### config.mk
export PLATFORM = sky130hd
export DESIGN_NAME = supply_monitor_fault_supervisor
export DESIGN_NICKNAME = d
export VERILOG_FILES = /design/src/shared/supmon_pkg.sv /design/src/hw/supply_monitor_fault_supervisor.sv
export VERILOG_INCLUDE_DIRS = /design/src /design/src/shared
export SDC_FILE = /design/constraint.sdc
export NUM_CORES = 1
export LEC_CHECK = 0
export BUFFER_PORTS_ARGS = -buffer_cell sky130_fd_sc_hd__clkbuf_2
export CAP_MARGIN = 15
export CORE_MARGIN = 3
export CORE_UTILIZATION = 39
export CTS_CLUSTER_SIZE = 8
export DETAILED_ROUTE_END_ITERATION = 10
export HOLD_SLACK_MARGIN = 0.05
export PLACE_DENSITY = 0.57
export SLEW_MARGIN = 10
export SYNTH_ARGS = -nofsm -noshare
export SYNTH_HDL_FRONTEND = slang
export SYNTH_SLANG_ARGS = --single-unit
### constraint.sdc
create_clock -name SYS_CLK -period 3.52 [get_ports SYS_CLK]
set_input_delay 0.176 -clock SYS_CLK [delete_from_list [all_inputs] [get_ports SYS_CLK]]
set_output_delay 0.176 -clock SYS_CLK [all_outputs]
set_load 0.01 [all_outputs]
### src/shared/supmon_params.svh
// Constants of the supply monitor and fault supervisor
// How it works
// - Voltage and current setpoints, 12 bits each
// - Both measurement buffers refresh every 2 ms
// - Measurement buffers returned only when read
// - Settling ends after three in-window readings
// - Settling capped at ten loop iterations
// - Deviation over 0.6% full scale flags error
// - Voltage mode current limit raises overload
// - Current mode voltage limit raises overload
// - Shutdown faults drive high-priority interrupt
// - Over 10% margin for 6 ms crowbars
// - Overtemperature errors, crowbar after 6 ms
// - Power loss 8 ms plus 6 ms crowbars
// - Path fault persists 6 or 20 ms
// - Path fault zeroes output, opens or crowbars
// - Path fault reported in the same cycle as power removal
// - Crowbar reports, shorts output, trips breaker
// - Error capture masked during switching sequences
`ifndef SUPMON_PARAMS_SVH
`define SUPMON_PARAMS_SVH
// Clock rate in MHz
`define CLK_MHZ 100
// Times in microseconds
`define T_LOOP_US 2000
`define T_PERSIST_US 6000
`define T_PLDET_US 8000
`define T_PATHR_US 20000
// Settling figures
`define SETTLE_OK 3
`define SETTLE_MAX 10
// 0.6% of 4095 counts, rounded down
`define CMP_TOL 12'h018
// 10% of 4095 counts
`define OVC_MARGIN 12'h199
// Register offsets (byte addresses)
`define A_CTRL 8'h00
`define A_VSET 8'h04
`define A_ISET 8'h08
`define A_VMEAS 8'h0c
`define A_IMEAS 8'h10
`define A_STAT 8'h14
`define A_MASK 8'h18
`define A_STATE 8'h1c
// Control bit positions
`define C_CMODE 0
`define C_RELAY 1
`define C_CLRSD 2
// Status bit positions
`define S_VCMP 0
`define S_ICMP 1
`define S_OVLD 2
`define S_CROW 3
`define S_OTMP 4
`define S_PLOSS 5
`define S_PATH 6
`define EV_W 7
`define TMR_W 21
`endif

### src/shared/supmon_pkg.sv
// Types of the supply monitor and fault supervisor
`include "supmon_params.svh"
package supmon_pkg;
	// Timer index of each persistence timer
	typedef enum logic [1:0] {T_OVC, T_OTMP, T_PLOSS, T_PATH} tmr_idx_t;
	// Register port request
	typedef struct packed {
		logic wr;
		logic rd;
		logic [7:0] addr;
		logic [31:0] wdata;
	} bus_req_t;
	// Shutdown actions
	typedef struct packed {
		logic crowbar;
		logic trip;
		logic zero;
		logic relay_open;
	} sd_t;
	// Whole state of the supervisor
	typedef struct packed {
		logic [31:0] rdata;
		logic cmode;
		logic relay_var;
		logic [11:0] vset;
		logic [11:0] iset;
		logic [11:0] vref;
		logic [11:0] iref;
		logic [11:0] vmeas;
		logic [11:0] imeas;
		logic [17:0] tick_cnt;
		logic settling;
		logic [1:0] ok_cnt;
		logic [3:0] iter;
		logic [3:0][`TMR_W-1:0] tmr;
		logic ot_prev;
		logic [`EV_W-1:0] status;
		logic [`EV_W-1:0] mask;
		logic irq;
		logic hp_irq;
		sd_t sd;
	} state_t;
endpackage

### src/hw/supply_monitor_fault_supervisor.sv
// Supervision logic: setpoints, measurement buffers, settling and fault timers
`timescale 1ns/10ps
`default_nettype none
`include "supmon_params.svh"
module supply_monitor_fault_supervisor import supmon_pkg::*; #(
	parameter int unsigned TICK_CYC = `T_LOOP_US * `CLK_MHZ,
	parameter int unsigned P6_CYC = `T_PERSIST_US * `CLK_MHZ,
	parameter int unsigned PLDET_CYC = `T_PLDET_US * `CLK_MHZ,
	parameter int unsigned P20_CYC = `T_PATHR_US * `CLK_MHZ
) (
	// Clock and reset
	input wire logic SYS_CLK,
	input wire logic RST_N,
	// Register port
	input wire logic [7:0] ADDR,
	input wire logic [31:0] WDATA,
	input wire logic WR,
	input wire logic RD,
	output logic [31:0] RDATA,
	// Converter results, live
	input wire logic [11:0] ADC_V,
	input wire logic [11:0] ADC_I,
	// Fault sensors and straps
	input wire logic OVERTEMP,
	input wire logic POWER_LOST,
	input wire logic PATH_DROP_OUT,
	input wire logic PATH_DROP_COMMON_SENSE_LEAD,
	input wire logic POWER_LOSS_DISABLE_JUMPER,
	input wire logic SEQ_BUSY,
	// References to the converters of the analog loop
	output logic [11:0] VREF,
	output logic [11:0] IREF,
	// Interrupts
	output logic IRQ,
	output logic HP_IRQ,
	// Shutdown actions
	output logic CROWBAR,
	output logic BREAKER_TRIP,
	output logic ZERO_OUT,
	output logic RELAY_OPEN
);
	// Registered and next state
	state_t q;
	state_t d;
	// Bundled request
	bus_req_t req;
	// Loop iteration strobe
	logic tick;
	// Raw fault conditions
	logic [3:0] raw;
	// Qualification limits per timer
	logic [3:0][`TMR_W-1:0] lim;
	// Timer just reached its limit
	logic [3:0] qual;
	// Events of this cycle
	logic [`EV_W-1:0] ev;
	// Settling check helpers
	logic [11:0] cmd_meas;
	logic [11:0] cmd_set;
	logic [11:0] dev;
	logic in_win;
	// Wide thresholds avoid wrap near full scale
	logic [12:0] v_thr;
	logic [12:0] i_thr;

	assign req = '{wr: WR, rd: RD, addr: ADDR, wdata: WDATA};

	// Absolute difference of two readings
	function automatic logic [11:0] absdiff(input logic [11:0] a, input logic [11:0] b);
		absdiff = (a > b) ? a - b : b - a;
	endfunction

	// Fault thresholds and persistence limits
	always_comb begin
		v_thr = {1'b0, q.vset} + {1'b0, `OVC_MARGIN};
		i_thr = {1'b0, q.iset} + {1'b0, `OVC_MARGIN};
		raw[T_OVC] = ({1'b0, ADC_V} > v_thr) || ({1'b0, ADC_I} > i_thr);
		raw[T_OTMP] = OVERTEMP;
		raw[T_PLOSS] = POWER_LOST && POWER_LOSS_DISABLE_JUMPER;
		raw[T_PATH] = PATH_DROP_OUT || PATH_DROP_COMMON_SENSE_LEAD;
		lim[T_OVC] = `TMR_W'(P6_CYC);
		lim[T_OTMP] = `TMR_W'(P6_CYC);
		// Detection time then a further persistence time
		lim[T_PLOSS] = `TMR_W'(PLDET_CYC + P6_CYC);
		// Relay units wait longer before acting
		lim[T_PATH] = q.relay_var ? `TMR_W'(P20_CYC) : `TMR_W'(P6_CYC);
	end

	// Settling comparison on the commanded quantity
	always_comb begin
		cmd_meas = q.cmode ? ADC_I : ADC_V;
		cmd_set = q.cmode ? q.iset : q.vset;
		dev = absdiff(cmd_meas, cmd_set);
		in_win = dev <= `CMP_TOL;
	end

	// Next state
	always_comb begin
		d = q;
		d.rdata = 32'h0;
		ev = '0;
		qual = '0;
		// Control loop tick every 2 ms
		tick = q.tick_cnt == 18'(TICK_CYC - 1);
		d.tick_cnt = tick ? 18'h0 : q.tick_cnt + 18'h1;
		// Measurement buffers follow the converter only on a tick
		if (tick) begin
			d.vmeas = ADC_V;
			d.imeas = ADC_I;
		end
		// Persistence timers: count while raw, restart when it clears
		for (int k = 0; k < 4; k++) begin
			if (!raw[k]) begin
				d.tmr[k] = '0;
			end else if (q.tmr[k] != lim[k]) begin
				d.tmr[k] = q.tmr[k] + `TMR_W'(1);
				qual[k] = q.tmr[k] == lim[k] - `TMR_W'(1);
			end
		end
		// Overtemperature reported at onset, shutdown waits for qualification
		d.ot_prev = OVERTEMP;
		if (OVERTEMP && !q.ot_prev) begin
			ev[`S_OTMP] = 1'b1;
		end
		if (qual[T_OTMP]) begin
			ev[`S_OTMP] = 1'b1;
		end
		if (qual[T_PLOSS]) begin
			ev[`S_PLOSS] = 1'b1;
		end
		if (qual[T_PATH]) begin
			ev[`S_PATH] = 1'b1;
		end
		// Any crowbar cause; relay units handle path faults by the relays
		if (qual[T_OVC] || qual[T_OTMP] || qual[T_PLOSS] || (qual[T_PATH] && !q.relay_var)) begin
			ev[`S_CROW] = 1'b1;
			d.sd.crowbar = 1'b1;
			d.sd.trip = 1'b1;
			d.sd.zero = 1'b1;
		end
		// Path fault zeroes the references either way
		if (qual[T_PATH]) begin
			d.sd.zero = 1'b1;
			d.sd.relay_open = q.sd.relay_open | q.relay_var;
		end
		// Settling window after a programming change
		if (q.settling && tick) begin
			d.iter = q.iter + 4'h1;
			d.ok_cnt = in_win ? q.ok_cnt + 2'h1 : 2'h0;
			// Third good reading in a row, or the cap reached
			if ((in_win && q.ok_cnt == 2'(`SETTLE_OK - 1)) || q.iter == 4'(`SETTLE_MAX - 1)) begin
				d.settling = 1'b0;
				if (!in_win) begin
					ev[q.cmode ? `S_ICMP : `S_VCMP] = 1'b1;
				end
			end
		end
		// Limit crossover checks once the output has settled
		if (!q.settling && tick) begin
			if (!q.cmode && ADC_I >= q.iset) begin
				ev[`S_OVLD] = 1'b1;
			end
			if (q.cmode && ADC_V >= q.vset) begin
				ev[`S_OVLD] = 1'b1;
			end
		end
		// Register writes
		if (req.wr) begin
			case (req.addr)
				`A_CTRL: begin
					d.cmode = req.wdata[`C_CMODE];
					d.relay_var = req.wdata[`C_RELAY];
					// Clearing shutdown is software's call after a fault
					if (req.wdata[`C_CLRSD]) begin
						d.sd = '0;
					end
				end
				`A_VSET: d.vset = req.wdata[11:0];
				`A_ISET: d.iset = req.wdata[11:0];
				`A_MASK: d.mask = req.wdata[`EV_W-1:0];
				default: begin
				end
			endcase
			// A programming change opens a fresh settling window
			if (req.addr == `A_CTRL || req.addr == `A_VSET || req.addr == `A_ISET) begin
				d.settling = 1'b1;
				d.ok_cnt = 2'h0;
				d.iter = 4'h0;
			end
		end
		// Sticky status: write one clears, new event wins, masked in sequences
		d.status = q.status;
		if (req.wr && req.addr == `A_STAT) begin
			d.status = q.status & ~req.wdata[`EV_W-1:0];
		end
		if (!SEQ_BUSY) begin
			d.status = d.status | ev;
		end
		// Register reads, answered in the next cycle
		if (req.rd) begin
			case (req.addr)
				`A_CTRL: d.rdata = {30'h0, q.relay_var, q.cmode};
				`A_VSET: d.rdata = {20'h0, q.vset};
				`A_ISET: d.rdata = {20'h0, q.iset};
				`A_VMEAS: d.rdata = {20'h0, q.vmeas};
				`A_IMEAS: d.rdata = {20'h0, q.imeas};
				`A_STAT: d.rdata = {25'h0, q.status};
				`A_MASK: d.rdata = {25'h0, q.mask};
				`A_STATE: d.rdata = {27'h0, q.settling, q.sd};
				default: d.rdata = 32'h0;
			endcase
		end
		// References go to zero while any shutdown action stands
		d.vref = d.sd.zero ? 12'h0 : d.vset;
		d.iref = d.sd.zero ? 12'h0 : d.iset;
		// Interrupts follow status in the same cycle as the event
		d.irq = |(d.status & d.mask);
		d.hp_irq = |d.status[`S_PATH:`S_CROW];
	end

	// State register with synchronous reset
	always_ff @(posedge SYS_CLK) begin
		if (!RST_N) begin
			q <= '0;
		end else begin
			q <= d;
		end
	end

	// Outputs come straight from the state register
	assign RDATA = q.rdata;
	assign VREF = q.vref;
	assign IREF = q.iref;
	assign IRQ = q.irq;
	assign HP_IRQ = q.hp_irq;
	assign CROWBAR = q.sd.crowbar;
	assign BREAKER_TRIP = q.sd.trip;
	assign ZERO_OUT = q.sd.zero;
	assign RELAY_OPEN = q.sd.relay_open;
endmodule
`default_nettype wire

# [Yosys cells after proc, flatten, opt, wreduce, memory -nomap -nowiden]
# Index checks and enable logic that the tools add are counted.
[totals] ff_bits=236 in_bits=74 output_inout_bits=62 wordCells=148
[classes] add_sub_neg=12 n_lt_le_gt_ge=8 n_eq_ne=18 muxes=44 bitwise=7 reduce_logical=33
[op_table] cell="$pmux W12 S8" count=1
[op_table] cell="$add A21 B1 Y21 const B" count=4
[op_table] cell="$mux W7" count=10
[op_table] cell="$mux W12" count=5
[op_table] cell="$eq A21 B20 Y1 const B" count=2
[op_table] cell="$ne A21 B20 Y1 const B" count=2
[op_table] cell="$eq A8 B5 Y1 const B" count=4
[op_table] cell="$add A12 B9 Y13 const B" count=2
[op_table] cell="$gt A12 B13 Y1" count=2
[op_table] cell="$ge A12 B12 Y1" count=2
[op_table] cell="$mux W24" count=1
[op_table] cell="$sub A12 B12 Y12" count=2
[op_table] cell="$eq A21 B21 Y1" count=1
[op_table] cell="$eq A21 B21 Y1 const B" count=1
[op_table] cell="$mux W21" count=1
[op_table] cell="$ne A21 B21 Y1" count=1
[op_table] cell="$ne A21 B21 Y1 const B" count=1
[op_table] cell="$sub A21 B1 Y21 const B" count=1
[op_table] cell="$mux W1" count=19
[op_table] cell="$add A18 B1 Y18 const B" count=1
[op_table] cell="$eq A18 B18 Y1 const B" count=1
[op_table] cell="$eq A8 B4 Y1 const B" count=2
[op_table] cell="$and A7 B7 Y7" count=2
[op_table] cell="$or A7 B7 Y7" count=2
[op_table] cell="other kinds (24)" count=52

# [Logic depth before layout (Yosys ltp)]
[logic_depth] ltp_word=19 depth_mapped=18 ltp_nobuf=16

# [Worst setup path before layout]
# Ideal clock, no wire load.
[synth_path] kind="register -> register" startpoint="reg q[203] (netlist name)" endpoint="reg q[109] (netlist name)" setup_ns=0.071 arrival_ns=3.353 t_required_ns=3.449 setup_slack_ns=0.097 stages_incl_launch_ff=15 n_path_buf=3 period_less_slack_ns=3.423 path_cell_list="dfxtp_1 -> clkbuf_1 -> clkbuf_1 -> mux2i_1 -> ha_1 -> clkbuf_1 -> nand2_1 -> a21oi_1 -> o31a_1 -> a311oi_1 -> xor2_1 -> o2111a_1 -> a31oi_1 -> or4_1 -> a21oi_1"
[synth_via] elab_chain_len=8 word_cells_on_any_way=11 classes_between="add/sub (2); order compare (2); mux (7)"
[synth_lines] item="start: declaration" line_no="supply_monitor_fault_supervisor.sv:43" source="state_t q;"
[synth_lines] item="start signal: assignment" line_no="supply_monitor_fault_supervisor.sv:224" source="q <= '0;"
[synth_lines] item="start signal: assignment" line_no="supply_monitor_fault_supervisor.sv:226" source="q <= d;"
[synth_lines] item="$mux W12 (on tied branches)" line_no="supply_monitor_fault_supervisor.sv:92, supply_monitor_fault_supervisor.sv:91"
[synth_lines] item="$sub A12 B12 Y12 / $gt A12 B12 Y1 (equally long branches)" line_no="supply_monitor_fault_supervisor.sv:70" source="absdiff = (a > b) ? a - b : b - a;"
[synth_lines] item="$mux W12 *" line_no="supply_monitor_fault_supervisor.sv:70"
[synth_lines] item="$le A12 B5 Y1 (no source line) *"
[synth_lines] item="$mux W2 *" line_no="supply_monitor_fault_supervisor.sv:149" source="d.ok_cnt = in_win ? q.ok_cnt + 2'h1 : 2'h0;"
[synth_lines] item="$mux W7 *" line_no="supply_monitor_fault_supervisor.sv:147" source="if (q.settling && tick) begin"
[synth_lines] item="$mux W7" line_no="supply_monitor_fault_supervisor.sv:185" source="if (req.addr == `A_CTRL || req.addr == `A_VSET || req.addr == `A_ISET) begin"
[synth_lines] item="$mux W7 *" line_no="supply_monitor_fault_supervisor.sv:168" source="if (req.wr) begin"
# Mark *: on every way between the ends. The rest lies on a longest branch, timed or not.
# A chain may end at the register's enable or synchronous reset.

# [Worst setup path after layout]
[layout_path] startpoint="reg q[191] (netlist name)" endpoint="reg q (netlist bit IRQ)"
[layout_via] elab_chain_len=16 word_cells_on_any_way=29 classes_between="add/sub (3); order compare (4); mux (11); bitwise (3); reduce/logical (8)"
[layout_lines] item="$add A12 B9 Y13" line_no="supply_monitor_fault_supervisor.sv:75" source="v_thr = {1'b0, q.vset} + {1'b0, `OVC_MARGIN};"
[layout_lines] item="$gt A12 B13 Y1" line_no="supply_monitor_fault_supervisor.sv:77" source="raw[T_OVC] = ({1'b0, ADC_V} > v_thr) || ({1'b0, ADC_I} > i_thr);"
[layout_lines] item="$logic_or A1 B1 Y1" line_no="supply_monitor_fault_supervisor.sv:77"
[layout_lines] item="$mux W1" line_no="supply_monitor_fault_supervisor.sv:113" source="if (!raw[k]) begin"
[layout_lines] item="$logic_or A1 B1 Y1 (3 in a row)" line_no="supply_monitor_fault_supervisor.sv:135" source="if (qual[T_OVC] || qual[T_OTMP] || qual[T_PLOSS] || (qual[T_PATH] && !q.relay_var)) begin"
[layout_lines] item="$mux W1" line_no="supply_monitor_fault_supervisor.sv:135"
[layout_lines] item="$or A7 B7 Y7 (no source line)"
[layout_lines] item="$mux W7" line_no="supply_monitor_fault_supervisor.sv:153" source="if (!in_win) begin"
[layout_lines] item="$mux W7" line_no="supply_monitor_fault_supervisor.sv:151" source="if ((in_win && q.ok_cnt == 2'(`SETTLE_OK - 1)) || q.iter == 4'(`SETTLE_MAX - 1)) begin"
[layout_lines] item="$mux W7" line_no="supply_monitor_fault_supervisor.sv:147"
[layout_lines] item="$or A7 B7 Y7 *" line_no="supply_monitor_fault_supervisor.sv:197" source="d.status = d.status | ev;"
[layout_lines] item="$mux W7 *" line_no="supply_monitor_fault_supervisor.sv:196" source="if (!SEQ_BUSY) begin"
[layout_lines] item="$and A7 B7 Y7 *" line_no="supply_monitor_fault_supervisor.sv:217" source="d.irq = |(d.status & d.mask);"
[layout_lines] item="$reduce_or A7 Y1 *" line_no="supply_monitor_fault_supervisor.sv:217"
# Marks and branches as above.

==> out/qor.log <==
[worst_setup_path] Worst setup startpoint q[191]
[global_route] via count of the first global-routing pass 10,739
[global_route] largest net degree at the start of global routing 51
[global_route] number of antenna violations at the first check in global routing 0
[drt] routed vias 10,967
[drt] DRT antenna net count 0
[clocking] Num CTS Buffers 31
[timing] Min Clock Period, post-route 3.58 ns
[placement] number of buffer cells added on primary ports 95
[floorplanning] die width 183 um
[global_route] sum of overflow across all layers after global routing 0
[synth] cells after synthesis 1,485
[cells_and_area] Final Core Density 49.3%
[synth] Post-synth EDFFs 0
[clocking] worst-case clock buffer depth 3
[drt] DR iter-0 viols 702
[worst_setup_path] ordered list of cells on the worst path nand3_2 -> and3_4 -> nor2_1 -> or3_1 -> xnor2_1 -> ha_1 -> nand2_1 -> or3_4 -> o32ai_2 -> a41oi_1 -> a32oi_1 -> buf_4 -> o2111ai_4 -> buf_6 -> a31o_1 -> a222oi_1 -> o41ai_1
[pwr] Comb power frac 8.2%
[synth] count of warnings emitted by yosys 0
[drt] final routed DRC violation total 0
[cells_and_area] leading cell type in the layout, fill and taps excluded sky130_fd_sc_hd__dfxtp_1
[pwr] sw power 1.31 mW
[worst_hold_path] Worst Hold Launch WDATA[2]
[cells_and_area] Layout Area Growth over Synthesis 23.9%
[clocking] clock latency on the worst-skew pair 0.56 ns
[timing] final hold violation count 0
[placement] global placer's final weighted congestion 0.902
[clocking] H-tree depth reported by CTS 1
[clocking] CTS Root Cell sky130_fd_sc_hd__clkbuf_16
[cells_and_area] area of the multi-input gates 7340 sq um
[cells_and_area] sequential cell area in the final layout 4350 sq um
[timing] count of final setup violators 1
[cells_and_area] highest-count cells in the layout ignoring fill and taps sky130_fd_sc_hd__dfxtp_1, sky130_fd_sc_hd__nor2_1, sky130_fd_sc_hd__nand2_1
[status] violated checks negative setup slack
[floorplanning] initial standard-cell utilization of the core 39.8%
[synth] count of cell types in the netlist 73
[pwr] Leakage 6.11 nW
[timing] achievable clock frequency 279 MHz
[drt] drt pass-1 iters 8
[timing] Setup WS post-layout -0.0617 ns
[synth] complex-gate fraction of the synthesized area 13.1%
[global_route] All-Layer GR Usage 20.8%
[synth] mean post-synth cell area 8.24 sq um
[synth] Adder-Cell Fraction of Synth Area 8.69%
[drt] detail-routed net length per standard cell 17.4 um
[floorplanning] Total Die Area 33,500 sq um
[synth] simple-gate share of the synthesized area 22.8%
[pwr] Internal Pwr Total 4.29 mW
[worst_setup_path] worst path required time 3.94 ns
[pwr] IR drop worst, VDD 388 uV
[drt] Via density 5.29
[pwr] portion of total power attributed to the clock network 47.7%
[worst_setup_path] crit path max-delay cell type sky130_fd_sc_hd__or3_1
[synth] post-synthesis share of cell area spent on xor and xnor gates 8.02%
[timing] Final TNS setup -0.0617 ns
[timing] Tightest Pin Transition 0.993 ns
[cells_and_area] antenna diode instance count 0
[pwr] overall power after layout 5.60 mW
[status] result of the run complete, but fails checks
[worst_setup_path] Worst Setup Start Kind flop
[synth] dominant combinational cell family by area after synthesis simple AND/OR/NAND/NOR gates
[pwr] Reg power frac 44.2%
[floorplanning] Std-Cell Rows 64
[cells_and_area] layout cells sized above 1 18.7%
[timing] worst slew slack as a fraction of its limit 33.2%
[timing] post-route clock skew 0.0127 ns
[clocking] CTS tree done
[timing] Hold WS 0.0822 ns
[worst_setup_path] CP Class reg2reg
[clocking] Worst-path clk slew 0.05 ns
[job] max-cap check violation count 0
[timing] setup repair after global routing missed its margin true
[cells_and_area] final net count 1,834
[pwr] switching share of total power 23.3%
[worst_setup_path] critical-path maximum fanout 3
[cells_and_area] post-route design area 15,200 sq um
[worst_setup_path] launch instance of the worst register-to-register path q[191]
[worst_hold_path] path type of the worst min-delay path in2reg
[synth] share of synthesized flip-flops with an asynchronous set or reset 0%
[timing] Tcrit/Tclk final 102%
[worst_setup_path] critical path data arrival time 4.00 ns
[worst_setup_path] slowest stage delay, CP 0.39 ns
[placement] DP Area 13,500 sq um
[cells_and_area] fill count 3,009
[synth] proportion of synthesized chip area in sequential cells 35.3%
[floorplanning] Top-Level Pins 136
[clocking] number of clock sinks 216
[global_route] wire length of the first global-routing pass 56,800 um
[synth] post-synthesis instance area 12,200 sq um
[synth] flip-flop and latch count after synthesis 216
[placement] placed wire-length estimate 27,000 um
[drt] Final Routed Wirelength 36,000 um
[floorplanning] core area 30,700 sq um
[synth] most common flop cell mapped by yosys sky130_fd_sc_hd__dfxtp_1
[timing] fin. max-slew vios 0
[worst_setup_path] Worst Setup End Kind flop
[synth] multiplexer share of the synthesized area 4.27%
[pwr] total power per unit cell area 370 nW/um^2
[floorplanning] die height 183 um
==> what timing repair did <==
item                                    in CTS  in global routing
cloned                                       0                  1
gates resized for setup                     27                 40
hold buffers                                36                  0
setup buffers                                6                  6
pin swaps                                   14                 21
endpoints found under the setup margin      27                 32
hold endpoints to repair                    63                  0
==> power by group through the flow <==
stage          Combinational [mW]  Sequential, mW  Clock [mW]
5_1_grt                     0.502            2.47        2.82
3_3_place_gp                0.391            2.52           0
4_1_cts                     0.433            2.47        2.74
2_1_floorplan               0.233            2.52           0
6_report                    0.457            2.47        2.67
3_5_place_dp                0.394            2.52           0
==> synthesized netlist by cell type, types with 5 or more instances <==
cell type	count	area (sq um)
sky130_fd_sc_hd__clkbuf_1	52	195
sky130_fd_sc_hd__a21oi_1	87	435
sky130_fd_sc_hd__nor4b_1	5	43.8
sky130_fd_sc_hd__nand3b_1	5	37.5
sky130_fd_sc_hd__or3_1	20	125
sky130_fd_sc_hd__and2_1	5	31.3
sky130_fd_sc_hd__and4_1	5	43.8
sky130_fd_sc_hd__a31oi_1	12	75.1
sky130_fd_sc_hd__o21ai_1	5	25.0
sky130_fd_sc_hd__xor2_1	66	578
sky130_fd_sc_hd__nor2b_1	6	37.5
sky130_fd_sc_hd__and3_1	19	119
sky130_fd_sc_hd__inv_1	80	300
sky130_fd_sc_hd__a21o_1	11	82.6
sky130_fd_sc_hd__o41ai_1	5	43.8
sky130_fd_sc_hd__mux2i_1	50	500
sky130_fd_sc_hd__nand2_1	152	571
sky130_fd_sc_hd__nand2b_1	13	81.3
sky130_fd_sc_hd__nor4_1	10	62.6
sky130_fd_sc_hd__o21ai_0	28	140
sky130_fd_sc_hd__o21a_1	19	143
sky130_fd_sc_hd__nor3_1	47	235
sky130_fd_sc_hd__nand3_1	49	245
sky130_fd_sc_hd__ha_1	85	1060
sky130_fd_sc_hd__a22oi_1	10	75.1
sky130_fd_sc_hd__nor3b_1	5	37.5
sky130_fd_sc_hd__xnor2_1	46	403
sky130_fd_sc_hd__o22ai_1	5	31.3
sky130_fd_sc_hd__or4_1	9	67.6
sky130_fd_sc_hd__buf_4	56	420
sky130_fd_sc_hd__dfxtp_1	216	4320
sky130_fd_sc_hd__nand4_1	35	219
sky130_fd_sc_hd__a222oi_1	14	140
sky130_fd_sc_hd__nor2_1	177	664
==> cell families after synthesis <==
| group | after synthesis |
|---|---|
| mux | 52 |
| flops | 216 |
| buf+inv | 196 |
| compound gates | 244 |
| fa+ha+maj | 85 |
| xor+xnor | 112 |
| simple gates | 579 |
| other cells | 1 |
==> registers in the layout, summed over array words and instances (netlist names) <==
name,cells
IREF,12
VREF,12
CROWBAR,1
ZERO_OUT,1
HP_IRQ,1
RELAY_OPEN,1
BREAKER_TRIP,1
IRQ,1
RDATA,12
q,174
==> worst max-delay path, delay by kind of cell, from the launching register on <==
family / cells / cell delay (ns)
compound gates: 7 / 1.17
xor+xnor: 1 / 0.16
fa+ha+maj: 1 / 0.31
buf+inv: 2 / 0.34
flops: 1 / 0.34
simple gates: 6 / 1.14
==> area by class of cell <==
| type | instances | area share, % |
|---|---|---|
| clock inverter | 2 | 0.330 |
| inverter | 81 | 2.01 |
| tap | 396 | 3.27 |
| clock buffer | 34 | 5.26 |
| multi-input combinational | 1092 | 48.5 |
| sequential | 216 | 28.7 |
| timing repair buffer | 253 | 12.0 |
==> metal layers <==
metal / routed length [um] / global-route usage [%] / part of all wire [%] / vias up
met4: 975 / 5.94 / 2.7 / 0
met5: 0 / 0 / 0 / -
met2: 16900 / 35.8 / 47 / 277
met3: 2010 / 3.41 / 5.6 / 64
met1: 16200 / 27.2 / 45 / 5163
li1: - / - / - / 5463
==> final timing paths <==
kind / slack (ns) / to / cells past startpoint
hold / removal: 0.08 / q[180] / 3
setup / recovery: -0.06 / IRQ / 17
setup reg to reg: -0.06 / IRQ / 17
hold reg to reg: 0.45 / q[153] / 2
==> metrics by stage <==
stage               setup slack (ns)  std cells
finish                       -0.0617       2074
global route                  -0.199       2074
CTS                          -0.0249       2067
detailed placement            -0.172       1989
global placement              -0.174       1989
floorplan                     0.0968       1504
Note: power is estimated with default switching activity, not from simulation.
